$ cat src/design/otsu_consts.vh
// Purpose: constants of the output tie-off and serial unlock register slice
// Assumes: register index * 4 gives the AXI byte address
// Notes: definitions only
`ifndef OTSU_CONSTS_VH
`define OTSU_CONSTS_VH

// register indices
`define OTSU_IDX_MUTE_STATUS 8'h4e
`define OTSU_IDX_OVERRIDE 8'h4f
`define OTSU_IDX_UNLOCK_A 8'h57
`define OTSU_IDX_UNLOCK_B 8'h6c
`define OTSU_IDX_UNLOCK_C 8'h73
`define OTSU_IDX_IRQ_STATUS 8'h80
`define OTSU_IDX_IRQ_CLEAR 8'h81
`define OTSU_IDX_IRQ_ENABLE 8'h82
`define OTSU_IDX_SERIAL_STATUS 8'h83

// reset values
`define OTSU_RST_REG9 9'h000
`define OTSU_RST_IRQ 4'h0

// unlock values for 4-wire serial control
`define OTSU_UNLOCK_A_VAL 9'h115
`define OTSU_UNLOCK_B_VAL 9'h03b
`define OTSU_UNLOCK_C_VAL 9'h129

// override register fields
`define OTSU_OVR_ENABLE 8
`define OTSU_OVR_BUF_BOOST 7
`define OTSU_OVR_BUF_UNITY 6
`define OTSU_OVR_LSPK 5
`define OTSU_OVR_RSPK 4
`define OTSU_OVR_AUX1 3
`define OTSU_OVR_AUX2 2
`define OTSU_OVR_LHP 1
`define OTSU_OVR_RHP 0

// mute status fields
`define OTSU_MUTE_ANALOG 2
`define OTSU_MUTE_LEFT 1
`define OTSU_MUTE_RIGHT 0

// interrupt event bits
`define OTSU_EV_ANALOG 0
`define OTSU_EV_LEFT 1
`define OTSU_EV_RIGHT 2
`define OTSU_EV_UNLOCK 3

// bus responses
`define OTSU_RESP_OKAY 2'b00
`define OTSU_RESP_SLVERR 2'b10

`endif

$ cat src/design/otsu_axil_slave.v
// Purpose: AXI4-Lite slave front end, one write and one read in flight
// Assumes: register decode answers combinationally from word index
// Notes: write strobes in the first cycle that both address and data are held
`timescale 1ns/1ps
`include "otsu_consts.vh"
module otsu_axil_slave (
  input wire aclk,
  input wire aresetn,
  input wire awvalid,
  output wire awready,
  input wire [11:0] awaddr,
  input wire wvalid,
  output wire wready,
  input wire [31:0] wdata,
  input wire [3:0] wstrb,
  output wire bvalid,
  input wire bready,
  output wire [1:0] bresp,
  input wire arvalid,
  output wire arready,
  input wire [11:0] araddr,
  output wire rvalid,
  input wire rready,
  output wire [31:0] rdata,
  output wire [1:0] rresp,
  output wire wr_en,
  output wire [7:0] wr_idx,
  output wire [31:0] wr_data,
  output wire [3:0] wr_strb,
  input wire wr_ok,
  output wire [7:0] rd_idx,
  input wire [31:0] rd_data,
  input wire rd_ok
);
  reg aw_held_q;
  reg [11:0] aw_addr_q;
  reg w_held_q;
  reg [31:0] w_data_q;
  reg [3:0] w_strb_q;
  reg bvalid_q;
  reg [1:0] bresp_q;
  reg rvalid_q;
  reg [31:0] rdata_q;
  reg [1:0] rresp_q;
  wire rd_take;
  wire wr_range;
  wire rd_range;

  assign awready = !aw_held_q && !bvalid_q;
  assign wready = !w_held_q && !bvalid_q;
  assign arready = !rvalid_q;
  assign rd_take = arvalid && arready;
  assign wr_en = aw_held_q && w_held_q && !bvalid_q;
  assign wr_idx = aw_addr_q[9:2];
  assign wr_data = w_data_q;
  assign wr_strb = w_strb_q;
  assign rd_idx = araddr[9:2];
  // addresses past the index space fall outside every register
  assign wr_range = (aw_addr_q[11:10] == 2'h0);
  assign rd_range = (araddr[11:10] == 2'h0);
  assign bvalid = bvalid_q;
  assign bresp = bresp_q;
  assign rvalid = rvalid_q;
  assign rdata = rdata_q;
  assign rresp = rresp_q;

  always @(posedge aclk) begin
    if (!aresetn) begin
      aw_held_q <= 1'b0;
      aw_addr_q <= 12'h000;
      w_held_q <= 1'b0;
      w_data_q <= 32'h0000_0000;
      w_strb_q <= 4'h0;
      bvalid_q <= 1'b0;
      bresp_q <= `OTSU_RESP_OKAY;
    end else begin
      if (awvalid && awready) begin
        aw_held_q <= 1'b1;
        aw_addr_q <= awaddr;
      end
      if (wvalid && wready) begin
        w_held_q <= 1'b1;
        w_data_q <= wdata;
        w_strb_q <= wstrb;
      end
      if (wr_en) begin
        aw_held_q <= 1'b0;
        w_held_q <= 1'b0;
        bvalid_q <= 1'b1;
        bresp_q <= (wr_ok && wr_range) ? `OTSU_RESP_OKAY : `OTSU_RESP_SLVERR;
      end else if (bvalid_q && bready) begin
        bvalid_q <= 1'b0;
      end
    end
  end

  always @(posedge aclk) begin
    if (!aresetn) begin
      rvalid_q <= 1'b0;
      rdata_q <= 32'h0000_0000;
      rresp_q <= `OTSU_RESP_OKAY;
    end else if (rd_take) begin
      rvalid_q <= 1'b1;
      rdata_q <= (rd_ok && rd_range) ? rd_data : 32'h0000_0000;
      rresp_q <= (rd_ok && rd_range) ? `OTSU_RESP_OKAY : `OTSU_RESP_SLVERR;
    end else if (rvalid_q && rready) begin
      rvalid_q <= 1'b0;
    end
  end
endmodule

$ cat src/design/otsu_regs.v
// Purpose: output tie-off override, mute status and serial unlock registers
// Assumes: AXI4-Lite register access, mute and switch inputs on aclk
// Notes: byte address is four times the register index
//
// Functional notes
// [RQ1] The analog automute flag reads 1 while the DAC channels are automuted, else 0.
// [RQ2] Each digital mute flag reads 1 when its channel DAC gain is zero, else 0.
// [RQ3] The override enable bit selects manual tie-off control, else automatic control.
// [RQ4] Boosted buffer bypass bit closes its bypass switch while that buffer is off.
// [RQ5] Unity buffer bypass bit closes its bypass switch while that buffer is off.
// [RQ6] The left speaker tie-off bit forces its switch closed on 1, open on 0.
// [RQ7] The right speaker tie-off bit forces its switch closed on 1, open on 0.
// [RQ8] The first auxiliary tie-off bit forces its switch closed on 1, open on 0.
// [RQ9] The second auxiliary tie-off bit forces its switch closed on 1, open on 0.
// [RQ10] The left headphone tie-off bit forces its switch closed on 1, open on 0.
// [RQ11] The right headphone tie-off bit forces its switch closed on 1, open on 0.
// [RQ12] Software loads the three unlock words with fixed values, any order, for 4-wire mode.
// [RQ13] Override and unlock registers are 9 bits wide and clear to zero at reset.
// [RQ14] Writes to the mute status flags are ignored.
//
// The AXI4-Lite register port is this design's own decision.
`timescale 1ns/1ps
`include "otsu_consts.vh"
module otsu_regs #(
  parameter GAIN_W = 8
) (
  input wire aclk,
  input wire aresetn,
  input wire awvalid,
  output wire awready,
  input wire [11:0] awaddr,
  input wire wvalid,
  output wire wready,
  input wire [31:0] wdata,
  input wire [3:0] wstrb,
  output wire bvalid,
  input wire bready,
  output wire [1:0] bresp,
  input wire arvalid,
  output wire arready,
  input wire [11:0] araddr,
  output wire rvalid,
  input wire rready,
  output wire [31:0] rdata,
  output wire [1:0] rresp,
  input wire dac_automute_active,
  input wire [GAIN_W-1:0] left_dac_gain,
  input wire [GAIN_W-1:0] right_dac_gain,
  input wire [7:0] auto_switch,
  input wire boosted_buffer_disabled,
  input wire unboosted_buffer_disabled,
  output wire boosted_bypass_close,
  output wire unboosted_bypass_close,
  output wire left_speaker_output_tie_close,
  output wire right_speaker_output_tie_close,
  output wire first_auxiliary_output_tie_close,
  output wire second_auxiliary_output_tie_close,
  output wire left_headphone_output_tie_close,
  output wire right_headphone_output_tie_close,
  output wire four_wire_enable,
  output wire irq
);
  wire wr_en;
  wire [7:0] wr_idx;
  wire [31:0] wr_data;
  wire [3:0] wr_strb;
  reg wr_ok;
  wire [7:0] rd_idx;
  reg [31:0] rd_data;
  reg rd_ok;
  wire [7:0] switch_d;

  reg [8:0] override_q;
  reg [8:0] unlock_a_q;
  reg [8:0] unlock_b_q;
  reg [8:0] unlock_c_q;
  reg analog_automute_flag_q;
  reg left_digital_mute_flag_q;
  reg right_digital_mute_flag_q;
  reg four_wire_q;
  reg [3:0] irq_status_q;
  reg [3:0] irq_status_d;
  reg [3:0] irq_enable_q;
  reg [7:0] switch_q;
  reg irq_q;

  wire left_mute_d;
  wire right_mute_d;
  wire four_wire_d;
  wire [3:0] events;
  wire [3:0] irq_clear;

  // merge a write into a 9-bit register honouring byte lanes
  function [8:0] lane_merge;
    input [8:0] old;
    input [31:0] data;
    input [3:0] strb;
    begin
      lane_merge[7:0] = strb[0] ? data[7:0] : old[7:0];
      lane_merge[8] = strb[1] ? data[8] : old[8];
    end
  endfunction

  // index decode shared by read and write paths
  function is_mapped;
    input [7:0] idx;
    begin
      case (idx)
        `OTSU_IDX_MUTE_STATUS: is_mapped = 1'b1;
        `OTSU_IDX_OVERRIDE: is_mapped = 1'b1;
        `OTSU_IDX_UNLOCK_A: is_mapped = 1'b1;
        `OTSU_IDX_UNLOCK_B: is_mapped = 1'b1;
        `OTSU_IDX_UNLOCK_C: is_mapped = 1'b1;
        `OTSU_IDX_IRQ_STATUS: is_mapped = 1'b1;
        `OTSU_IDX_IRQ_CLEAR: is_mapped = 1'b1;
        `OTSU_IDX_IRQ_ENABLE: is_mapped = 1'b1;
        `OTSU_IDX_SERIAL_STATUS: is_mapped = 1'b1;
        default: is_mapped = 1'b0;
      endcase
    end
  endfunction

  // unmapped words answer SLVERR from the front end, mapped ones OKAY
  otsu_axil_slave i_otsu_axil_slave (
    .aclk(aclk),
    .aresetn(aresetn),
    .awvalid(awvalid),
    .awready(awready),
    .awaddr(awaddr),
    .wvalid(wvalid),
    .wready(wready),
    .wdata(wdata),
    .wstrb(wstrb),
    .bvalid(bvalid),
    .bready(bready),
    .bresp(bresp),
    .arvalid(arvalid),
    .arready(arready),
    .araddr(araddr),
    .rvalid(rvalid),
    .rready(rready),
    .rdata(rdata),
    .rresp(rresp),
    .wr_en(wr_en),
    .wr_idx(wr_idx),
    .wr_data(wr_data),
    .wr_strb(wr_strb),
    .wr_ok(wr_ok),
    .rd_idx(rd_idx),
    .rd_data(rd_data),
    .rd_ok(rd_ok)
  );

  always @* begin
    wr_ok = is_mapped(wr_idx);
    rd_ok = is_mapped(rd_idx);
  end

  // register writes; mute status index is accepted but stores nothing
  always @(posedge aclk) begin
    if (!aresetn) begin
      override_q <= `OTSU_RST_REG9; // [RQ13]
      unlock_a_q <= `OTSU_RST_REG9; // [RQ13]
      unlock_b_q <= `OTSU_RST_REG9; // [RQ13]
      unlock_c_q <= `OTSU_RST_REG9; // [RQ13]
      irq_enable_q <= `OTSU_RST_IRQ;
    end else if (wr_en) begin
      case (wr_idx)
        `OTSU_IDX_OVERRIDE: begin
          override_q <= lane_merge(override_q, wr_data, wr_strb);
        end
        `OTSU_IDX_UNLOCK_A: begin
          unlock_a_q <= lane_merge(unlock_a_q, wr_data, wr_strb);
        end
        `OTSU_IDX_UNLOCK_B: begin
          unlock_b_q <= lane_merge(unlock_b_q, wr_data, wr_strb);
        end
        `OTSU_IDX_UNLOCK_C: begin
          unlock_c_q <= lane_merge(unlock_c_q, wr_data, wr_strb);
        end
        `OTSU_IDX_IRQ_ENABLE: begin
          if (wr_strb[0]) begin
            irq_enable_q <= wr_data[3:0];
          end
        end
        // read-only words: answered with OKAY, nothing stored
        `OTSU_IDX_MUTE_STATUS: begin
          override_q <= override_q; // [RQ14]
        end
        `OTSU_IDX_IRQ_STATUS: begin
          override_q <= override_q;
        end
        `OTSU_IDX_SERIAL_STATUS: begin
          override_q <= override_q;
        end
        default: begin
          override_q <= override_q; // [RQ14]
        end
      endcase
    end
  end

  // mute flags follow the mute logic only, never the bus
  assign left_mute_d = (left_dac_gain == {GAIN_W{1'b0}}); // [RQ2]
  assign right_mute_d = (right_dac_gain == {GAIN_W{1'b0}}); // [RQ2]

  always @(posedge aclk) begin
    if (!aresetn) begin
      analog_automute_flag_q <= 1'b0;
      left_digital_mute_flag_q <= 1'b0;
      right_digital_mute_flag_q <= 1'b0;
    end else begin
      analog_automute_flag_q <= dac_automute_active; // [RQ1]
      left_digital_mute_flag_q <= left_mute_d; // [RQ2] [RQ14]
      right_digital_mute_flag_q <= right_mute_d; // [RQ2] [RQ14]
    end
  end

  // 4-wire mode stays on only while all three words hold their values
  assign four_wire_d = (unlock_a_q == `OTSU_UNLOCK_A_VAL) &&
                       (unlock_b_q == `OTSU_UNLOCK_B_VAL) &&
                       (unlock_c_q == `OTSU_UNLOCK_C_VAL); // [RQ12]

  always @(posedge aclk) begin
    if (!aresetn) begin
      four_wire_q <= 1'b0;
    end else begin
      four_wire_q <= four_wire_d; // [RQ12]
    end
  end

  assign four_wire_enable = four_wire_q;

  // rising edges of the flags are the interrupt events
  // flags reset low, so an input already active at release raises an event
  assign events[`OTSU_EV_ANALOG] = dac_automute_active && !analog_automute_flag_q;
  assign events[`OTSU_EV_LEFT] = left_mute_d && !left_digital_mute_flag_q;
  assign events[`OTSU_EV_RIGHT] = right_mute_d && !right_digital_mute_flag_q;
  assign events[`OTSU_EV_UNLOCK] = four_wire_d && !four_wire_q;
  assign irq_clear = (wr_en && wr_idx == `OTSU_IDX_IRQ_CLEAR && wr_strb[0]) ?
                     wr_data[3:0] : 4'h0;

  always @* begin
    // a set in the clearing cycle wins
    irq_status_d = (irq_status_q & ~irq_clear) | events;
  end

  always @(posedge aclk) begin
    if (!aresetn) begin
      irq_status_q <= `OTSU_RST_IRQ;
      irq_q <= 1'b0;
    end else begin
      irq_status_q <= irq_status_d;
      // an enable write reaches irq one edge later; keeps irq a flop output
      irq_q <= |(irq_status_d & irq_enable_q);
    end
  end

  assign irq = irq_q;

  otsu_tieoff_mux i_otsu_tieoff_mux (
    .override(override_q),
    .auto_switch(auto_switch),
    .boosted_buffer_disabled(boosted_buffer_disabled),
    .unboosted_buffer_disabled(unboosted_buffer_disabled),
    .switch_close(switch_d)
  );

  // switch drives come from flops so they cannot glitch
  always @(posedge aclk) begin
    if (!aresetn) begin
      switch_q <= 8'h00;
    end else begin
      switch_q <= switch_d; // [RQ3]
    end
  end

  assign boosted_bypass_close = switch_q[`OTSU_OVR_BUF_BOOST];
  assign unboosted_bypass_close = switch_q[`OTSU_OVR_BUF_UNITY];
  assign left_speaker_output_tie_close = switch_q[`OTSU_OVR_LSPK];
  assign right_speaker_output_tie_close = switch_q[`OTSU_OVR_RSPK];
  assign first_auxiliary_output_tie_close = switch_q[`OTSU_OVR_AUX1];
  assign second_auxiliary_output_tie_close = switch_q[`OTSU_OVR_AUX2];
  assign left_headphone_output_tie_close = switch_q[`OTSU_OVR_LHP];
  assign right_headphone_output_tie_close = switch_q[`OTSU_OVR_RHP];

  // read mux; clear register reads as zero
  always @* begin
    rd_data = 32'h0000_0000;
    case (rd_idx)
      `OTSU_IDX_MUTE_STATUS: begin
        rd_data[`OTSU_MUTE_ANALOG] = analog_automute_flag_q; // [RQ1]
        rd_data[`OTSU_MUTE_LEFT] = left_digital_mute_flag_q; // [RQ2]
        rd_data[`OTSU_MUTE_RIGHT] = right_digital_mute_flag_q; // [RQ2]
      end
      `OTSU_IDX_OVERRIDE: rd_data[8:0] = override_q;
      `OTSU_IDX_UNLOCK_A: rd_data[8:0] = unlock_a_q;
      `OTSU_IDX_UNLOCK_B: rd_data[8:0] = unlock_b_q;
      `OTSU_IDX_UNLOCK_C: rd_data[8:0] = unlock_c_q;
      `OTSU_IDX_IRQ_STATUS: rd_data[3:0] = irq_status_q;
      `OTSU_IDX_IRQ_ENABLE: rd_data[3:0] = irq_enable_q;
      `OTSU_IDX_SERIAL_STATUS: rd_data[0] = four_wire_q;
      default: rd_data = 32'h0000_0000;
    endcase
  end
endmodule

$ cat src/design/otsu_tieoff_mux.v
// Purpose: choose manual or automatic control for each output tie-off switch
// Assumes: switch vectors ordered as the override bits 7..0
// Notes: purely combinational, the caller registers the result
`timescale 1ns/1ps
`include "otsu_consts.vh"
module otsu_tieoff_mux (
  input wire [8:0] override,
  input wire [7:0] auto_switch,
  input wire boosted_buffer_disabled,
  input wire unboosted_buffer_disabled,
  output reg [7:0] switch_close
);
  always @* begin
    switch_close = auto_switch;
    if (override[`OTSU_OVR_ENABLE]) begin // [RQ3]
      // bypass only forced while its buffer is off, else automatic
      if (override[`OTSU_OVR_BUF_BOOST] && boosted_buffer_disabled) begin
        switch_close[`OTSU_OVR_BUF_BOOST] = 1'b1; // [RQ4]
      end
      if (override[`OTSU_OVR_BUF_UNITY] && unboosted_buffer_disabled) begin
        switch_close[`OTSU_OVR_BUF_UNITY] = 1'b1; // [RQ5]
      end
      switch_close[`OTSU_OVR_LSPK] = override[`OTSU_OVR_LSPK]; // [RQ6]
      switch_close[`OTSU_OVR_RSPK] = override[`OTSU_OVR_RSPK]; // [RQ7]
      switch_close[`OTSU_OVR_AUX1] = override[`OTSU_OVR_AUX1]; // [RQ8]
      switch_close[`OTSU_OVR_AUX2] = override[`OTSU_OVR_AUX2]; // [RQ9]
      switch_close[`OTSU_OVR_LHP] = override[`OTSU_OVR_LHP]; // [RQ10]
      switch_close[`OTSU_OVR_RHP] = override[`OTSU_OVR_RHP]; // [RQ11]
    end
  end
endmodule

$ cat config.mk
export PLATFORM = sky130hd
export DESIGN_NAME = otsu_regs
export DESIGN_NICKNAME = d
export VERILOG_FILES = /design/src/design/otsu_axil_slave.v /design/src/design/otsu_regs.v /design/src/design/otsu_tieoff_mux.v
export VERILOG_INCLUDE_DIRS = /design/src /design/src/design
export SDC_FILE = /design/constraint.sdc
export NUM_CORES = 1
export LEC_CHECK = 0
export BUFFER_PORTS_ARGS = -buffer_cell sky130_fd_sc_hd__buf_2
export CAP_MARGIN = 30
export CORE_UTILIZATION = 40
export DETAILED_ROUTE_END_ITERATION = 16
export SLEW_MARGIN = 20
export SYNTH_ARGS = -nofsm -noshare
export SYNTH_HDL_FRONTEND = slang
export SYNTH_HIERARCHICAL = 1
export SYNTH_SLANG_ARGS = --single-unit
export TNS_END_PERCENT = 1
$ cat constraint.sdc
create_clock -name aclk -period 2.8 [get_ports aclk]
set_input_delay 0.14 -clock aclk [delete_from_list [all_inputs] [get_ports aclk]]
set_output_delay 0.14 -clock aclk [all_outputs]
set_load 0.02 [all_outputs]
==> impl_metrics.yaml <==
routing:
  via_count: 4374
  vias_per_cell: 4.882
  drtIter0Drc: 236
  ant_nets: 0
  wire_per_inst_um: 14.05
  routed_wl_um: 12590
  dr.pass1.iters: 4
  drcViolationCount: 0
timing:
  setup_violations: 0
  hold_viol: 0
  fin_crit_sh: 0.7404
  slew_viol_final: 0
  rsz0062_at_grt: "no"
  hold_slack_ns: 0.02211
  max_freq_mhz: 482.4
  tightest_slew_ns: 0.8043
  fin_crit_ns: 2.073
  setup_tns_ns: 0
  slew_headroom: 0.4617
  skew_ns: 0.007912
place:
  port_buffers: 113
  place_area_um2: 5796
  dpl.hpwl_um: 8643
  gp_congestion: 0.7778
floorplan:
  dieHeight_um: 115.6
  dieWidth_um: 115.6
  boundaryPins: 145
  coreArea_um2: 12620
  die_area_um2: 13370
  num_rows: 41
  start_util: 0.4092
clock_tree:
  root_buffer: "clkbuf_16"
  cts_hold_buf: 24
  cts_resized: 0
  htreeDepth: 4
  path_clk_slew_ns: 0.05
  cts_inserted_buffers: 17
  postCtsSetupBuffers: 0
  clkLatencyLatePin_ns: 0.41
  cts_tree: "built"
  clock-sinks: 116
  clockBufferDepth: 2
cells_and_area:
  n_fill_cell: 1264
  final_nets: 807
  fin_util: 0.5236
  final_cell_mix: "dfxtp_1 (116), buf_2 (113), nand2_1 (101), nor2b_1 (42), mux2i_1 (41)"
  fin_area_um2: 6608
  synthToLayoutAreaGrowth_pct: 27.96
  antenna_cells: 0
  drive_gt1_frac: 0.2445
  final_common_cell: "dfxtp_1"
hold_path:
  hold_depth: 3
  hold_path_class: "in2reg"
  hold_end: "switch_q[6]"
  min_from: "auto_switch[6]"
grt:
  antenna_found_initial: 0
  grt_use_met1: 0.2572
  grt_max_degree: 47
  busiest_layer: "met2"
  grt_overflow: 0
  grt_pass1_vias: 4137
  global_route.usage.met3: 0.05805
  grtUsageTotal: 0.2002
  grtUsageMet2: 0.3166
  grt_pass1_wl_um: 20420
setup_path:
  slowest_delay_ns: 0.58
  reg2reg_setup_slack_ns: 0.73
  rr_startpoint: "i_otsu_axil_slave/aw_addr_q[2]"
  startpoint_type: "flip-flop"
  arrival_ns: 2.37
  worstSetupPathType: "reg2reg"
  reg2reg_to: "unlock_a_q[0]"
  path_cells: "and4b_2 > nand4b_1 > nor2_2 > mux2i_1 > nor2b_1"
  crit_path_max_fanout: 9
  crit_slowest_cell: "nor2_2"
  crit_required_ns: 3.09
  rr_worst_depth: 5
  critPathCaptureType: "flip-flop"
run_status:
  status: "completed"
job:
  drv_cap: 0
synth:
  syn_area_um2: 5164
  synth_cells: 581
  syn_avg_cell_area_um2: 8.888
  yosys_warnings: 6
power_and_ir_drop:
  ir_worst_vdd_mv: 0.3728
  leakagePower_nw: 2.765
  p_per_area_nw_per_um2: 628.2
worst max-delay path by stage:
stage                                    from                     endpoint  slack (ns)
4_1_cts        i_otsu_axil_slave/aw_addr_q[2]                unlock_b_q[2]        0.72
6_report       i_otsu_axil_slave/aw_addr_q[2]                unlock_a_q[0]        0.73
3_3_place_gp                        araddr[8]  i_otsu_axil_slave/rdata[25]        0.37
3_5_place_dp                        araddr[8]   i_otsu_axil_slave/rdata[1]        0.38
5_1_grt                             araddr[8]   i_otsu_axil_slave/rdata[0]        0.57
2_1_floorplan        i_otsu_axil_slave/bvalid                          irq        0.56
stage by stage:
step / total power, W / cells / setup WS [ns]
2_1_floorplan: 0.002021 / 604 / 0.5580
3_3_place_gp: 0.002095 / 841 / 0.3741
3_5_place_dp: 0.002106 / 841 / 0.3780
4_1_cts: 0.004194 / 895 / 0.7155
5_1_grt: 0.004324 / 896 / 0.5679
6_report: 0.004151 / 896 / 0.7269
sequential cells by signal (all words and copies together) (netlist names), 2 cells and up:
signal	cells
i_otsu_axil_slave/aw_addr_q	10
i_otsu_axil_slave/rdata	32
i_otsu_axil_slave/wr_data	9
i_otsu_axil_slave/wr_strb	2
irq_enable_q	4
irq_status_q	4
override_q	9
switch_q	8
unlock_a_q	9
unlock_b_q	9
unlock_c_q	9
metal layers:
layer,part of all wire,vias to the layer above
met3,0.048,18
li1,-,2223
met2,0.46,98
met1,0.47,2035
met4,0.018,0
met5,0,-
report_power, final:
part | internal [W] | total, W | switching, W
Clock | 0.00135 | 0.00205 | 0.000704
Sequential | 0.00171 | 0.00176 | 0.0000551
Combinational | 0.000149 | 0.000340 | 0.000191
Total | 0.00320 | 0.00415 | 0.000950
critical path, delay by kind of cell, from the launching register on:
family / cells / cell delay, ns
and+or+nand+nor: 4 / 1.15
DFF: 1 / 0.53
muxes: 1 / 0.27
area by class of cell:
| type | count | area, um2 | share of cell area |
|---|---|---|---|
| inverters | 6 | 22.52 | 0.003408 |
| flip-flops and latches | 116 | 2322 | 0.3514 |
| clock inverters | 4 | 45.04 | 0.006817 |
| well taps | 172 | 215.2 | 0.03257 |
| clock buffers | 26 | 519.2 | 0.07858 |
| repair buffers | 149 | 895.9 | 0.1356 |
| multi-input cells | 423 | 2587 | 0.3916 |
Note: power is estimated with default switching activity, not from simulation.
